==> src/logic/rfcfg_pkg.sv <==
// Constants and carriers for the RF configuration register slice.
// Assumes an 8-bit host register port on the core clock domain.
// Overview of operation
// - Load high preset byte at CRC start events.
// - High preset byte ignored in 8-bit CRC.
// - Selector 000 drives low, 001 high.
// - Codes 010/011 route encoder envelope, serial data.
// - Codes 100/101 route carrier, subcarrier demodulator.
// - Selector register reads zero after reset.
// - High alert when free space at or below level.
// - Low alert when fill at or below level.
// - Auto-reload restarts countdown from start value.
// - Without auto-reload stop at zero, flag expiry.
// - Timer ticks at clock over two to exponent.
// - Timer clock register reads 07h after reset.
// - FIFO level register resets to 08h.
// - Width bit set selects 8-bit CRC.
// - Start loads value; zero value never starts.
package rfcfg_pkg;
  localparam logic [5:0] ADDR_CRC_PRESET_HIGH  = 6'h24;
  localparam logic [5:0] ADDR_FIXED_PRESET_A   = 6'h25;
  localparam logic [5:0] ADDR_TEST_OUTPUT_SEL  = 6'h26;
  localparam logic [5:0] ADDR_FIXED_PRESET_B   = 6'h27;
  localparam logic [5:0] ADDR_FIFO_ALERT_LEVEL = 6'h29;
  localparam logic [5:0] ADDR_TIMER_CLOCK_DIV  = 6'h2A;
  localparam logic [7:0] RST_CRC_PRESET_HIGH   = 8'h63;
  localparam logic [7:0] RST_FIXED_PRESET_A    = 8'h00;
  localparam logic [7:0] RST_TEST_OUTPUT_SEL   = 8'h00;
  localparam logic [7:0] RST_FIFO_ALERT_LEVEL  = 8'h08;
  localparam logic [7:0] RST_TIMER_CLOCK_DIV   = 8'h07;
  localparam int         AUTO_RELOAD_BIT       = 5;
  localparam logic [4:0] DIV_EXP_MAX           = 5'h15;
  localparam logic [6:0] FIFO_DEPTH            = 7'h40;
  typedef enum logic [2:0] {
    RFCFG_SEL_LOW, RFCFG_SEL_HIGH, RFCFG_SEL_ENVELOPE, RFCFG_SEL_SERIAL,
    RFCFG_SEL_CARRIER, RFCFG_SEL_SUBCARRIER, RFCFG_SEL_RSVD6, RFCFG_SEL_RSVD7
  } rfcfg_sel_t;
  // Internal coder and demodulator taps offered to the test pin
  typedef struct packed {
    logic envelope;
    logic serialData;
    logic carrierDemod;
    logic subcarrierDemod;
  } rfcfg_taps_t;
  // Start and stop events from the CRC and timer engines
  typedef struct packed {
    logic crcStart;
    logic timerStart;
    logic timerStop;
  } rfcfg_events_t;
endpackage

==> src/logic/rfcfg_slice.sv <==
// Register slice: CRC preset high byte, test-output routing,
// FIFO alert level and timer clock divider with the countdown timer.
// Assumes register port and engine inputs are on core_clk.
`timescale 1ns/100ps
`default_nettype none
module rfcfg_slice (
  input  wire logic                   core_clk,
  input  wire logic                   rst,
  input  wire logic                   regWrEn,
  input  wire logic                   regRdEn,
  input  wire logic [5:0]             regAddr,
  input  wire logic [7:0]             regWrData,
  output logic      [7:0]             regRdData,
  input  wire rfcfg_pkg::rfcfg_taps_t   taps,
  input  wire rfcfg_pkg::rfcfg_events_t events,
  input  wire logic                   crcEnable,
  input  wire logic                   crcShortWidth,
  input  wire logic [7:0]             crcPresetLow,
  input  wire logic [7:0]             timerStartValue,
  input  wire logic [6:0]             fifoCount,
  output logic                        testOutputPin,
  output logic                        highFillAlert,
  output logic                        lowFillAlert,
  output logic      [15:0]            crcRegister,
  output logic                        timerRunning,
  output logic      [7:0]             timerValue,
  output logic                        timerExpiredFlag
);
  import rfcfg_pkg::*;

  // Free-running divider counter width, one bit past the largest exponent
  localparam int PRESCALE_W = 22;

  // An exponent past the counter width would still tick every 2^22 clocks, too fast
  if (int'(DIV_EXP_MAX) >= PRESCALE_W) begin : g_div_width_check
    $error("Prescaler counter too narrow for the largest exponent");
  end

  // ********************
  // State
  // ********************
  typedef struct packed {
    logic [7:0]            crcPresetHigh;
    logic [7:0]            fixedPresetA;
    logic [7:0]            testSel;
    logic [7:0]            fifo_alert_level;
    logic [7:0]            timerClk;
    logic [7:0]            rdData;
    logic [15:0]           crc;
    logic                  running;
    logic [7:0]            count;
    logic [PRESCALE_W-1:0] prescale;
    logic                  expired;
    logic                  pin;
    logic                  high_fill_alert;
    logic                  low_fill_alert;
  } rfcfg_state_t;

  rfcfg_state_t          state_ff;
  rfcfg_state_t          nxt_state;
  logic [PRESCALE_W-1:0] tickMask;
  logic                  tick;

  // 2^exp divider: tick when all low exp bits of the free counter are set
  always_comb begin
    tickMask = '0;
    for (int i = 0; i < PRESCALE_W; i++) begin
      if (i < int'(state_ff.timerClk[4:0])) begin
        tickMask[i] = 1'b1;
      end
    end
  end
  assign tick = ((state_ff.prescale & tickMask) == tickMask);

  always_comb begin
    nxt_state = state_ff;
    nxt_state.prescale = state_ff.prescale + PRESCALE_W'(1);

    // ********************
    // Register writes
    // ********************
    if (regWrEn) begin
      if (regAddr == ADDR_CRC_PRESET_HIGH) begin
        nxt_state.crcPresetHigh = regWrData;
      end else if (regAddr == ADDR_FIXED_PRESET_A) begin
        nxt_state.fixedPresetA = regWrData;
      end else if (regAddr == ADDR_TEST_OUTPUT_SEL) begin
        nxt_state.testSel = regWrData;
      end else if (regAddr == ADDR_FIFO_ALERT_LEVEL) begin
        nxt_state.fifo_alert_level = regWrData;
      end else if (regAddr == ADDR_TIMER_CLOCK_DIV) begin
        nxt_state.timerClk = regWrData;
      end
    end

    // Write-only and unmapped offsets read zero
    if (regRdEn) begin
      if (regAddr == ADDR_CRC_PRESET_HIGH) begin
        nxt_state.rdData = state_ff.crcPresetHigh;
      end else if (regAddr == ADDR_FIXED_PRESET_A) begin
        nxt_state.rdData = state_ff.fixedPresetA;
      end else if (regAddr == ADDR_TEST_OUTPUT_SEL) begin
        nxt_state.rdData = state_ff.testSel;
      end else if (regAddr == ADDR_FIFO_ALERT_LEVEL) begin
        nxt_state.rdData = state_ff.fifo_alert_level;
      end else if (regAddr == ADDR_TIMER_CLOCK_DIV) begin
        nxt_state.rdData = state_ff.timerClk;
      end else begin
        nxt_state.rdData = 8'h00;
      end
    end

    // ********************
    // CRC preset
    // ********************
    if (events.crcStart && crcEnable) begin
      if (crcShortWidth) begin
        nxt_state.crc = {8'h00, crcPresetLow};
      end else begin
        nxt_state.crc = {state_ff.crcPresetHigh, crcPresetLow};
      end
    end

    // ********************
    // Test output routing
    // ********************
    case (rfcfg_sel_t'(state_ff.testSel[2:0]))
      RFCFG_SEL_LOW:        nxt_state.pin = 1'b0;
      RFCFG_SEL_HIGH:       nxt_state.pin = 1'b1;
      RFCFG_SEL_ENVELOPE:   nxt_state.pin = taps.envelope;
      RFCFG_SEL_SERIAL:     nxt_state.pin = taps.serialData;
      RFCFG_SEL_CARRIER:    nxt_state.pin = taps.carrierDemod;
      RFCFG_SEL_SUBCARRIER: nxt_state.pin = taps.subcarrierDemod;
      default:              nxt_state.pin = 1'b0;
    endcase

    // ********************
    // FIFO alerts
    // ********************
    // Free space is depth minus fill; a fill above the depth never occurs
    nxt_state.high_fill_alert = ((FIFO_DEPTH - fifoCount) <= {1'b0, state_ff.fifo_alert_level[5:0]});
    nxt_state.low_fill_alert = (fifoCount <= {1'b0, state_ff.fifo_alert_level[5:0]});

    // ********************
    // Timer
    // ********************
    nxt_state.expired = 1'b0;
    if (events.timerStart) begin
      // A zero start value never launches the timer
      nxt_state.running  = (timerStartValue != 8'h00);
      nxt_state.count    = timerStartValue;
      nxt_state.prescale = '0;
    end else if (events.timerStop) begin
      nxt_state.running = 1'b0;
    end else if (state_ff.running && tick) begin
      if (state_ff.count > 8'h01) begin
        nxt_state.count = state_ff.count - 8'h01;
      end else if (state_ff.timerClk[AUTO_RELOAD_BIT] && timerStartValue != 8'h00) begin
        nxt_state.count = timerStartValue;
      end else begin
        nxt_state.count   = 8'h00;
        nxt_state.running = 1'b0;
        nxt_state.expired = 1'b1;
      end
    end
  end

  always_ff @(posedge core_clk) begin
    if (rst) begin
      state_ff               <= '0;
      state_ff.crcPresetHigh <= RST_CRC_PRESET_HIGH;
      state_ff.fixedPresetA  <= RST_FIXED_PRESET_A;
      state_ff.testSel       <= RST_TEST_OUTPUT_SEL;
      state_ff.fifo_alert_level     <= RST_FIFO_ALERT_LEVEL;
      state_ff.timerClk      <= RST_TIMER_CLOCK_DIV;
    end else begin
      state_ff <= nxt_state;
    end
  end

  assign regRdData        = state_ff.rdData;
  assign testOutputPin    = state_ff.pin;
  assign highFillAlert    = state_ff.high_fill_alert;
  assign lowFillAlert     = state_ff.low_fill_alert;
  assign crcRegister      = state_ff.crc;
  assign timerRunning     = state_ff.running;
  assign timerValue       = state_ff.count;
  assign timerExpiredFlag = state_ff.expired;
endmodule
`default_nettype wire

==> config.mk <==
export PLATFORM = sky130hd
export DESIGN_NAME = rfcfg_slice
export DESIGN_NICKNAME = d
export VERILOG_FILES = /design/src/logic/rfcfg_pkg.sv /design/src/logic/rfcfg_slice.sv
export SDC_FILE = /design/constraint.sdc
export NUM_CORES = 1
export LEC_CHECK = 0
export ABC_AREA = 1
export BUFFER_PORTS_ARGS = -buffer_cell sky130_fd_sc_hd__clkbuf_2
export CORE_ASPECT_RATIO = 1.1
export CORE_MARGIN = 5
export CORE_UTILIZATION = 57
export CTS_BUF_LIST = sky130_fd_sc_hd__clkbuf_16
export CTS_CLUSTER_SIZE = 8
export DETAILED_ROUTE_END_ITERATION = 6
export GPL_TIMING_DRIVEN = 0
export PLACE_DENSITY_LB_ADDON = 0.05
export SLEW_MARGIN = 20
export SYNTH_ARGS = -nofsm -noshare
export SYNTH_HDL_FRONTEND = slang
export SYNTH_SLANG_ARGS = --single-unit
==> constraint.sdc <==
create_clock -name core_clk -period 1.8 [get_ports core_clk]
set_input_delay 0.09 -clock core_clk [delete_from_list [all_inputs] [get_ports core_clk]]
set_output_delay 0.09 -clock core_clk [all_outputs]
set_load 0.005 [all_outputs]
# [Word level (Yosys, flattened, before mapping)]
# Cells that the tools add are included.
# Widths: inputs -> output; s select.
[totals] regBits=99 latchBits=0 ramBits=0 romBits=0 inputBits=50 output_inout_bits=37 elab_cells=115 n_memories=0
[classes] add_sub_neg=3 mul=0 div_mod_pow=0 magnitude_cmp=25 n_eq_ne=14 shifts=0 mux=38 bitwise_logic=6 n_reduce_logical=15
[ops] cell="$mux 8" n=8
[ops] cell="$lt 4x5->1 const A" n=8
[ops] cell="$eq 6x6->1 const B" n=5
[ops] cell="$lt 5x5->1 const A" n=6
[ops] cell="$mux 1" n=26
[ops] cell="$add 22x1->22 const B" n=1
[ops] cell="$and 22x22->22" n=1
[ops] cell="$eq 22x22->1" n=1
[ops] cell="$lt 3x5->1 const A" n=4
[ops] cell="$mux 9" n=2
[ops] cell="$mux 16" n=1
[ops] cell="$le 7x6->1" n=2
[ops] cell="$lt 1x5->1 const A" n=2
[ops] cell="$lt 2x5->1 const A" n=2
[ops] cell="$gt 8x1->1 const B" n=1
[ops] cell="$reduce_bool 8->1" n=1
[ops] cell="$sub 8x1->8 const B" n=1
[ops] cell="$sub 7x7->7 const A" n=1
[ops] cell="$eq 3x2->1 const B" n=2
[ops] cell="$eq 3x3->1 const B" n=2
[ops] cell="$ne 3x3->1 const B" n=2
[ops] cell="$reduce_and 3->1" n=2
[ops] cell="$reduce_and 6->1" n=1
[ops] cell="$not 1->1" n=5
[ops] cell="other kinds (11)" n=14

# [Logic depth before layout (Yosys ltp)]
# Gate-level depths: netlist (run 1).
[depth] depth_word=8 mapped_depth=15 ltp_nobuf=14

# [Least setup slack after synthesis (run 1)]
# No wires, ideal clock.
[synth_path] path_type="register to register" from="reg state_ff[4] in the netlist's numbering" to="reg state_ff[24] in the netlist's numbering" setup_ps=116 arrival_time_ps=1464 required_time_ps=1684 path_slack_ps=220 path_stages_with_launch=12 path_buffers=0 period_less_slack_ps=1580 path_cell_list="dfxtp_1 ha_1 nand2_1 inv_1 nand2_1 nor2_2 nand2_1 nor3_2 nand2_1 clkinv_1 nand3_1 and3_1"
[synth_via] elab_chain_len=1
[synth_rtl] element="start, declared" line="rfcfg_slice.sv:59" text="rfcfg_state_t state_ff;"
[synth_rtl] element="start signal, assigned" line="rfcfg_slice.sv:177" text="state_ff <= nxt_state;"
[synth_rtl] element="$add 22x1->22" line="rfcfg_slice.sv:77" text="nxt_state.prescale = state_ff.prescale + PRESCALE_W'(1);"
# Every way passes these cells.
# A chain may end at the register's enable or synchronous reset.

# [Worst setup path after layout (run 1)]
[layout_path] from="reg state_ff (netlist bit timerValue[1])" to="reg state_ff (netlist bit timerValue[2])"
[layout_via] elab_chain_len=5 word_cells_on_any_way=6 cone_classes="add/sub (1); order compare (1); mux (4)"
[layout_rtl] element="$sub 8x1->8 or $gt 8x1->1 (tied branches)" line="rfcfg_slice.sv:157, rfcfg_slice.sv:156"
[layout_rtl] element="$mux 8 *" line="rfcfg_slice.sv:156" text="if (state_ff.count > 8'h01) begin"
[layout_rtl] element="$mux 9 *" line="rfcfg_slice.sv:155" text="end else if (state_ff.running && tick) begin"
[layout_rtl] element="$mux 8 *" line="rfcfg_slice.sv:153" text="end else if (events.timerStop) begin"
[layout_rtl] element="$mux 9 *" line="rfcfg_slice.sv:148" text="if (events.timerStart) begin"
# Mark *: on every way between the ends. The rest lies on a longest branch, timed or not. The select of a mux whose other input is x is not followed.

==> results.json, run 1 <==
{
  "status": "finished clean",
  "setup_viol": 0,
  "numClockSinks": 99,
  "cts_tree": "done",
  "startpoint": "timerValue[1]",
  "mostFrequentLayoutCell": "nand2_1",
  "routed_wl_um": 13500,
  "ys_types": 42,
  "dieArea_um2": 11500,
  "area_delta_synth_final_pct": 19.8,
  "drc": 0,
  "critPathKind": "reg2reg",
  "endpoint_kind": "flip-flop",
  "cp.arrival_ns": 1.94,
  "path_clk_slew_ns": 0.07,
  "required_ns": 2.03,
  "syn_avg_cell_area_um2": 7.09,
  "crit_path_max_incr_delay_ns": 0.33,
  "dieWidth_um": 103,
  "rrSetupSlack_ns": 0.09,
  "grt_pass1_vias": 4825,
  "synth_top_area_cell": "dfxtp_1",
  "synth_edf_count": 0,
  "ant_nets": 0,
  "maxSlewHeadroom": 0.586,
  "start_util": 0.577,
  "synth_top_area_share": 0.369,
  "ys.flop_type": "dfxtp_1",
  "drt_pass1_iterations": 5,
  "place_congestion": 0.888,
  "synthArstFlopShare": 0,
  "hold_end": "crcRegister[0]",
  "hold_violations": 0,
  "worstPathCellList": "inv_1, ha_4, nor2_1, nor2_1, nand3_2, and3_1, a31oi_1, nand3_1, nand2_1, nor2_1",
  "holdCritStartpoint": "crcPresetLow[0]",
  "synth_seq_cells": 99,
  "cp_slowest_cell": "dfxtp_1",
  "synth_nets": 822,
  "synth_area_leaders": "dfxtp_1, nand2_1, a21oi_1",
  "period_needed_ns": 1.71,
  "critPathLaunchType": "flip-flop",
  "clock-root-buffer": "clkbuf_16",
  "rows": 37,
  "grt_max_degree": 18,
  "insertion_delay_ns": 0.35,
  "diodes": 0,
  "drv_cap": 0,
  "gr-total-overflow": 0,
  "syn_area_um2": 5370,
  "grt_usage": 0.238,
  "core_area_um2": 9310,
  "fin_crit_sh": 0.948,
  "clock_skew_ns": 0.0119,
  "synth_cells": 757,
  "grt_pass1_wl_um": 22300,
  "fp.dieH_um": 112,
  "vias_per_cell": 5.29,
  "vdd_ir_drop_max_mv": 0.606,
  "power_density_nw_per_um2": 726,
  "fmax_mhz": 586,
  "hold_path_class": "in2reg",
  "rsz0062_at_grt": "yes",
  "crit_path_frequent_cell": "nor2_1",
  "slew_violations": 0,
  "io_pins": 87,
  "r2r_start": "timerValue[1]",
  "leakage_nw": 2.98,
  "seq_area_frac_synth": 0.369,
  "final_cell_mix": "nand2_1, a21oi_1, dfxtp_1, inv_1, clkbuf_2",
  "tightest_slew_ns": 0.621,
  "drtIter0Drc": 359,
  "hpwl_um": 10100,
  "drive_gt1_frac": 0.226,
  "yosysWarnings": 0,
  "final_util": 0.691,
  "worstReg2RegEnd": "timerValue[2]",
  "worst-path-max-fanout": 5,
  "numPortBuffers": 85,
  "num_vias": 5231,
  "clockBufferDepth": 2,
  "cts_made_buffers": 9,
  "whs_ns": 0.000687,
  "htree_levels": 3,
  "hold_depth": 3,
  "wire_per_inst_um": 13.7,
  "grt_antenna_before_repair": 0,
  "layout.nets": 931,
  "reg2regPathDepth": 10
}
-- through the flow --
stage	power [mW]	std cells	setup WS, ns	instance area, um2	setup TNS, ns
6_report	4.67	988	0.0931	6430	0
5_1_grt	4.87	988	-0.0306	6430	-0.0608
4_1_cts	4.66	980	0.00260	6280	0
3_5_place_dp	2.87	959	-0.0261	5940	-0.0589
3_3_place_gp	2.85	959	-0.00594	5940	-0.00780
2_1_floorplan	2.67	757	0.220	5370	0
-- state kept, by name, summed over array words and instances (netlist names) --
signal,flops
state_ff,62
crcRegister,16
regRdData,8
timerValue,8
highFillAlert,1
lowFillAlert,1
testOutputPin,1
timerExpiredFlag,1
timerRunning,1
-- worst max path at each step --
| stage | cells past startpoint | slack (ns) | endpoint |
|---|---|---|---|
| after floorplan | 11 | 0.22 | state_ff[24] |
| after global placement | 11 | -0.006 | state_ff[24] |
| after detailed placement | 10 | -0.03 | timerValue[2] |
| after CTS | 12 | 0.003 | state_ff[22] |
| after global routing | 12 | -0.03 | state_ff[22] |
| final | 10 | 0.09 | timerValue[2] |
-- repair_timing --
action,4_1_cts,5_1_grt
setup buffers,0,8
hold buffers,5,0
hold endpoints to repair,5,0
gates resized for setup,3,29
endpoints found under the setup margin,5,14
pin swaps,0,9
-- power by group --
part           internal (mW)  switching [mW]  total, mW
Combinational          0.253           0.338      0.591
Sequential              2.23          0.0320       2.27
Clock                  0.945           0.865       1.81
Total                   3.43            1.23       4.67
-- area by class of cell --
class | count | area [um2]
tap | 117 | 146
multi-input combinational | 507 | 2740
buffer | 56 | 385
clock inverter | 7 | 51.3
timing repair buffer | 98 | 536
inverter | 95 | 360
clock buffer | 9 | 225
sequential | 99 | 1990
fill | 810 | 2880
-- worst max-delay path, delay by kind of cell (launching register included) --
family / cells / cell delay (ns)
simple gates: 7 / 0.75
fa+ha+maj: 1 / 0.17
buf+inv: 1 / 0.13
compound gates: 1 / 0.21
flops: 1 / 0.33
-- cell families (layout without fill, tap and decap cells) --
| family | Yosys count | after routing | synth area share |
|---|---|---|---|
| XOR/XNOR | 11 | 11 | 0.0179 |
| adder cells (fa/ha/maj) | 15 | 15 | 0.0350 |
| AND/OR/NAND/NOR | 289 | 289 | 0.249 |
| flip-flops | 99 | 99 | 0.369 |
| buffers and inverters | 151 | 265 | 0.138 |
| AO/OA/AOI/OAI | 192 | 192 | 0.190 |
-- routing by layer --
layer  vias to the layer above  GRT usage  routed length [um]
met5                         -          0                   0
met4                         0     0.0621                 178
met3                        19     0.0414                 885
met2                       154      0.394                6560
met1                      2375      0.318                5870
li1                       2683          -                   -
-- cell usage after synthesis (6+ instances only) --
master,count
clkbuf_1,14
dfxtp_1,99
xor2_1,6
nor3_1,8
o21ai_0,61
o211ai_1,7
nand4_1,8
buf_4,35
o22ai_1,9
nand3_1,37
nor2_1,63
inv_1,90
ha_1,15
a21oi_1,102
nand2_1,144
Power figures use the tool's default switching activity.
==> run 2: changes to the inputs <==
CORE_UTILIZATION = 61   (was 57)
clock period = 2.1 ns   (was 1.8 ns; I/O delays follow)
==> results.json, run 2 (same netlist as run 1, synthesis figures left out) <==
{
  "status": "finished clean",
  "vias_per_cell": 5.32,
  "fin_crit_sh": 0.888,
  "endpoint_kind": "flip-flop",
  "hold_violations": 0,
  "maxSlewHeadroom": 0.527,
  "critPathKind": "reg2reg",
  "crit_path_frequent_cell": "nand2_1",
  "finalPower_mw": 3.99,
  "cts_made_buffers": 9,
  "rsz0062_at_grt": "no",
  "path_delay_family": "simple AND/OR/NAND/NOR gates",
  "path_clk_slew_ns": 0.07,
  "drive_gt1_frac": 0.195,
  "vdd_ir_drop_max_mv": 0.495,
  "io_pins": 87,
  "worstPathCellList": "ha_1, nand2_1, inv_1, nand2_1, nor2_2, nand2_1, nor3_4, nand2_1, clkinv_1, nand2_1, o21ai_1, a21oi_1",
  "dieArea_um2": 10800,
  "rrSetupSlack_ns": 0.24,
  "grt_max_degree": 19,
  "rows": 36,
  "critPathLaunchType": "flip-flop",
  "wire_per_inst_um": 13.6,
  "setup_viol": 0,
  "cp.arrival_ns": 2.09,
  "ant_nets": 0,
  "num_vias": 5184,
  "htree_levels": 3,
  "hold_path_class": "in2reg",
  "hpwl_um": 10200,
  "grt_pass1_vias": 5023,
  "largest_reg_flops": 62,
  "clockBufferDepth": 2,
  "final_cell_mix": "nand2_1, a21oi_1, dfxtp_1, inv_1, clkbuf_2",
  "required_ns": 2.33,
  "slew_violations": 0,
  "routed_wl_um": 13300,
  "core_area_um2": 8740,
  "stdcell_count": 974,
  "drc": 0,
  "drtIter0Drc": 349,
  "grt_antenna_before_repair": 0,
  "hold_end": "crcRegister[6]",
  "dp_cells": 956,
  "worst-path-buf-inv": 2,
  "worst-path-max-fanout": 4,
  "final_util": 0.715,
  "mostFrequentLayoutCell": "nand2_1",
  "cts_tree": "done",
  "insertion_delay_ns": 0.34,
  "cp_slowest_cell": "dfxtp_1",
  "leakage_nw": 2.88,
  "clock_skew_ns": 0.00754,
  "diodes": 0,
  "clock-root-buffer": "clkbuf_16",
  "gr-total-overflow": 0,
  "grt_pass1_wl_um": 22400,
  "start_util": 0.614,
  "dieWidth_um": 99.5,
  "reg2regPathDepth": 12,
  "period_needed_ns": 1.86,
  "setup_tns_ns": 0,
  "tightest_slew_ns": 0.710,
  "top_register": "state_ff",
  "fp.dieH_um": 108,
  "power_density_nw_per_um2": 639,
  "drv_cap": 0,
  "path_depth": 12,
  "layout.nets": 920,
  "grt_usage": 0.254,
  "area_delta_synth_final_pct": 16.3,
  "worstReg2RegEnd": "state_ff[22]",
  "holdCritStartpoint": "crcPresetLow[6]",
  "hold_depth": 3,
  "numClockSinks": 99,
  "drt_pass1_iterations": 6,
  "numPortBuffers": 85,
  "r2r_start": "state_ff[4]",
  "crit_path_max_incr_delay_ns": 0.39,
  "fmax_mhz": 536,
  "place_congestion": 0.922,
  "cts_setup_buffers": 0
}
[run 2: cell types whose count changed in the layout (fill, tap and decap cells not counted), sizes merged]
cell	change
clkinv	+2
buf	-8
dlygate4sd3	-3
clkinvlp	-2
[run 2: how the worst max path moves through the flow]
stage | to | from | slack [ns]
2_1_floorplan | state_ff[24] | state_ff[4] | 0.52
3_3_place_gp | timerValue[4] | timerValue[0] | 0.30
3_5_place_dp | state_ff[22] | state_ff[4] | 0.25
4_1_cts | state_ff[24] | state_ff[4] | 0.23
5_1_grt | timerValue[4] | timerValue[0] | 0.004
6_report | state_ff[22] | state_ff[4] | 0.24
[run 2: stage by stage]
step	hold slack, ns	worst slack (ns)	instance area [um2]
after floorplan	0.183	0.520	5370
after detailed placement	0.321	0.249	5940
final	0.0134	0.235	6250
after CTS	0.00410	0.231	6240
after global placement	0.317	0.295	5940
after global routing	0.0253	0.00413	6250
[run 2: repair_timing]
action                     in CTS  in global routing
hold endpoints to repair        2                  0
hold buffers                    2                  0
resized for setup               0                  1
setup endpoints to repair       0                  2
[run 2: worst reg2reg max path: stages (launching register included)]
cell	delay, ns
dfxtp_1	0.39
ha_1	0.19
nand2_1	0.06
inv_1	0.07
nand2_1	0.09
nor2_2	0.17
nand2_1	0.16
nor3_4	0.21
nand2_1	0.10
clkinv_1	0.09
nand2_1	0.07
o21ai_1	0.12
a21oi_1	0.05
[run 2: layout make-up]
class                   count  area (um2)
inverters                  95         358
well taps                 114         143
multi-input cells         507        2650
flip-flops and latches     99        1980
clock inverters             7        57.6
fillers                   784        2490
clock buffers               9         225
repair buffers             87         445
plain buffers              56         385
[run 2: metal layers]
layer | up-vias | GRT usage | routed length, um
li1 | 2660 | - | -
met1 | 2313 | 0.321 | 5720
met2 | 175 | 0.430 | 6340
met3 | 36 | 0.0471 | 824
met4 | 0 | 0.0995 | 393
met5 | - | 0 | 0
[run 2: power breakdown]
part / leakage [nW] / switching (mW) / internal (mW) / total (mW)
combinational: 1.94 / 0.275 / 0.205 / 0.480
clock: 0.136 / 0.749 / 0.821 / 1.57
sequential: 0.803 / 0.0278 / 1.91 / 1.94
total: 2.88 / 1.05 / 2.94 / 3.99
==> run 3: changes to the inputs <==
PLACE_DENSITY = 0.87   (was not set)
PLACE_DENSITY_LB_ADDON = not set   (was 0.05)
==> results.json, run 3 (same netlist as run 1, synthesis figures left out) <==
{
  "status": "finished clean",
  "vias_per_cell": 5.39,
  "multi_input_area_um2": 2640,
  "setup_tns_ns": 0,
  "fin_crit_sh": 0.897,
  "required_ns": 2.34,
  "fp.dieH_um": 108,
  "cts_tree": "done",
  "drive_gt1_frac": 0.195,
  "hold_path_class": "in2reg",
  "ff_latch_area_um2": 1980,
  "grt_usage": 0.255,
  "reg2regPathDepth": 11,
  "place_congestion": 0.913,
  "final_cell_mix": "nand2_1, a21oi_1, dfxtp_1, inv_1, clkbuf_2",
  "r2r_start": "timerValue[0]",
  "comb_power_share": 0.118,
  "grt_max_degree": 18,
  "grt_antenna_before_repair": 0,
  "numPortBuffers": 85,
  "path_clk_slew_ns": 0.07,
  "top_register": "state_ff",
  "worstReg2RegEnd": "timerValue[4]",
  "holdCritStartpoint": "crcPresetLow[4]",
  "ant_nets": 0,
  "slew_violations": 0,
  "critPathKind": "reg2reg",
  "start_util": 0.614,
  "rsz0062_at_grt": "no",
  "dp_cells": 956,
  "power_density_nw_per_um2": 657,
  "clockBufferDepth": 2,
  "drtIter0Drc": 372,
  "p_int_mw": 3.05,
  "rrSetupSlack_ns": 0.22,
  "fmax_mhz": 531,
  "drc": 0,
  "clock_skew_ns": 0.00849,
  "insertion_delay_ns": 0.35,
  "critPathLaunchType": "flip-flop",
  "clock-root-buffer": "clkbuf_16",
  "largest_reg_flops": 62,
  "hpwl_um": 10300,
  "worst-path-max-fanout": 6,
  "vdd_ir_drop_max_mv": 0.507,
  "nFillCells": 733,
  "sw_frac_of_total": 0.258,
  "dieWidth_um": 99.5,
  "area_delta_synth_final_pct": 16.5,
  "hold_end": "crcRegister[4]",
  "diodes": 0,
  "endpoint_kind": "flip-flop",
  "clockPowerShare": 0.409,
  "rows": 36,
  "maxSlewHeadroom": 0.578,
  "numClockSinks": 99,
  "routed_wl_um": 13700,
  "hold_violations": 0,
  "io_pins": 87,
  "gr-total-overflow": 0,
  "drt_pass1_iterations": 5,
  "layout.nets": 920,
  "core_area_um2": 8740,
  "cts_made_buffers": 9,
  "htree_levels": 3,
  "drv_cap": 0,
  "hold_depth": 3,
  "cp.arrival_ns": 2.12,
  "mostFrequentLayoutCell": "nand2_1",
  "grt_pass1_vias": 4980,
  "setup_viol": 0,
  "period_needed_ns": 1.88,
  "switchingPower_mw": 1.06,
  "grt_pass1_wl_um": 22200,
  "place_area_um2": 5940,
  "tightest_slew_ns": 0.633,
  "num_vias": 5254,
  "stdcell_count": 974,
  "postLayoutCellArea_um2": 6260,
  "dieArea_um2": 10800,
  "wire_per_inst_um": 14.0,
  "p_seq_frac": 0.473,
  "leakage_nw": 2.87,
  "cts_setup_buffers": 0,
  "cts_resized": 0
}
[run 3: worst max-delay path, cell delays in order (launching register included)]
cell and delay (ns):
dfxtp_1 0.34, inv_1 0.15, ha_1 0.26, nor2_1 0.07
nor2_1 0.10, nand3_1 0.15, nand2_1 0.22, inv_1 0.11
nand2_1 0.06, o21ai_0 0.10, a21oi_1 0.16, nor2_1 0.06
[run 3: per-layer routing]
layer / wire length (um) / GRT usage / vias up
met5: 0 / 0 / -
met4: 320 / 0.109 / 0
met3: 943 / 0.0400 / 32
met2: 6740 / 0.448 / 174
met1: 5660 / 0.309 / 2391
li1: - / - / 2657
[run 3: area by class of cell]
class	count	share of cell area
multi-input cells	507	0.423
flip-flops and latches	99	0.317
repair buffers	87	0.0712
plain buffers	56	0.0616
inverters	95	0.0572
clock buffers	9	0.0360
well taps	114	0.0228
clock inverters	7	0.0120
[run 3: metrics by stage]
stage | utilization | setup slack, ns | hold WS, ns | total power, mW
6_report | 0.716 | 0.216 | 0.00767 | 4.11
5_1_grt | 0.716 | 0.00617 | 0.0167 | 4.26
4_1_cts | 0.716 | 0.264 | 0.00774 | 4.11
3_5_place_dp | 0.679 | 0.268 | 0.342 | 2.46
3_3_place_gp | 0.679 | 0.309 | 0.332 | 2.44
2_1_floorplan | - | 0.520 | 0.183 | 2.29
[run 3: timing repair]
action / in CTS / in global routing
endpoints found under the setup margin: 0 / 0
hold buffers: 2 / 0
hold endpoints to repair: 2 / 0
[run 3: worst max path at each step]
stage | start | endpoint | slack [ns] | cells after the start
after global placement | timerValue[0] | timerValue[4] | 0.31 | 11
final | timerValue[0] | timerValue[4] | 0.22 | 11
after floorplan | state_ff[4] | state_ff[24] | 0.52 | 11
after global routing | state_ff[4] | state_ff[22] | 0.006 | 12
after CTS | timerValue[0] | timerValue[4] | 0.26 | 11
after detailed placement | timerValue[0] | timerValue[4] | 0.27 | 11
[run 3: power by group through the flow]
| stage | logic, mW | registers (mW) | clock network [mW] |
|---|---|---|---|
| finish | 0.484 | 1.94 | 1.68 |
| global route | 0.545 | 1.95 | 1.77 |
| CTS | 0.482 | 1.94 | 1.69 |
| detailed placement | 0.475 | 1.99 | 0 |
| global placement | 0.461 | 1.98 | 0 |
| floorplan | 0.309 | 1.98 | 0 |
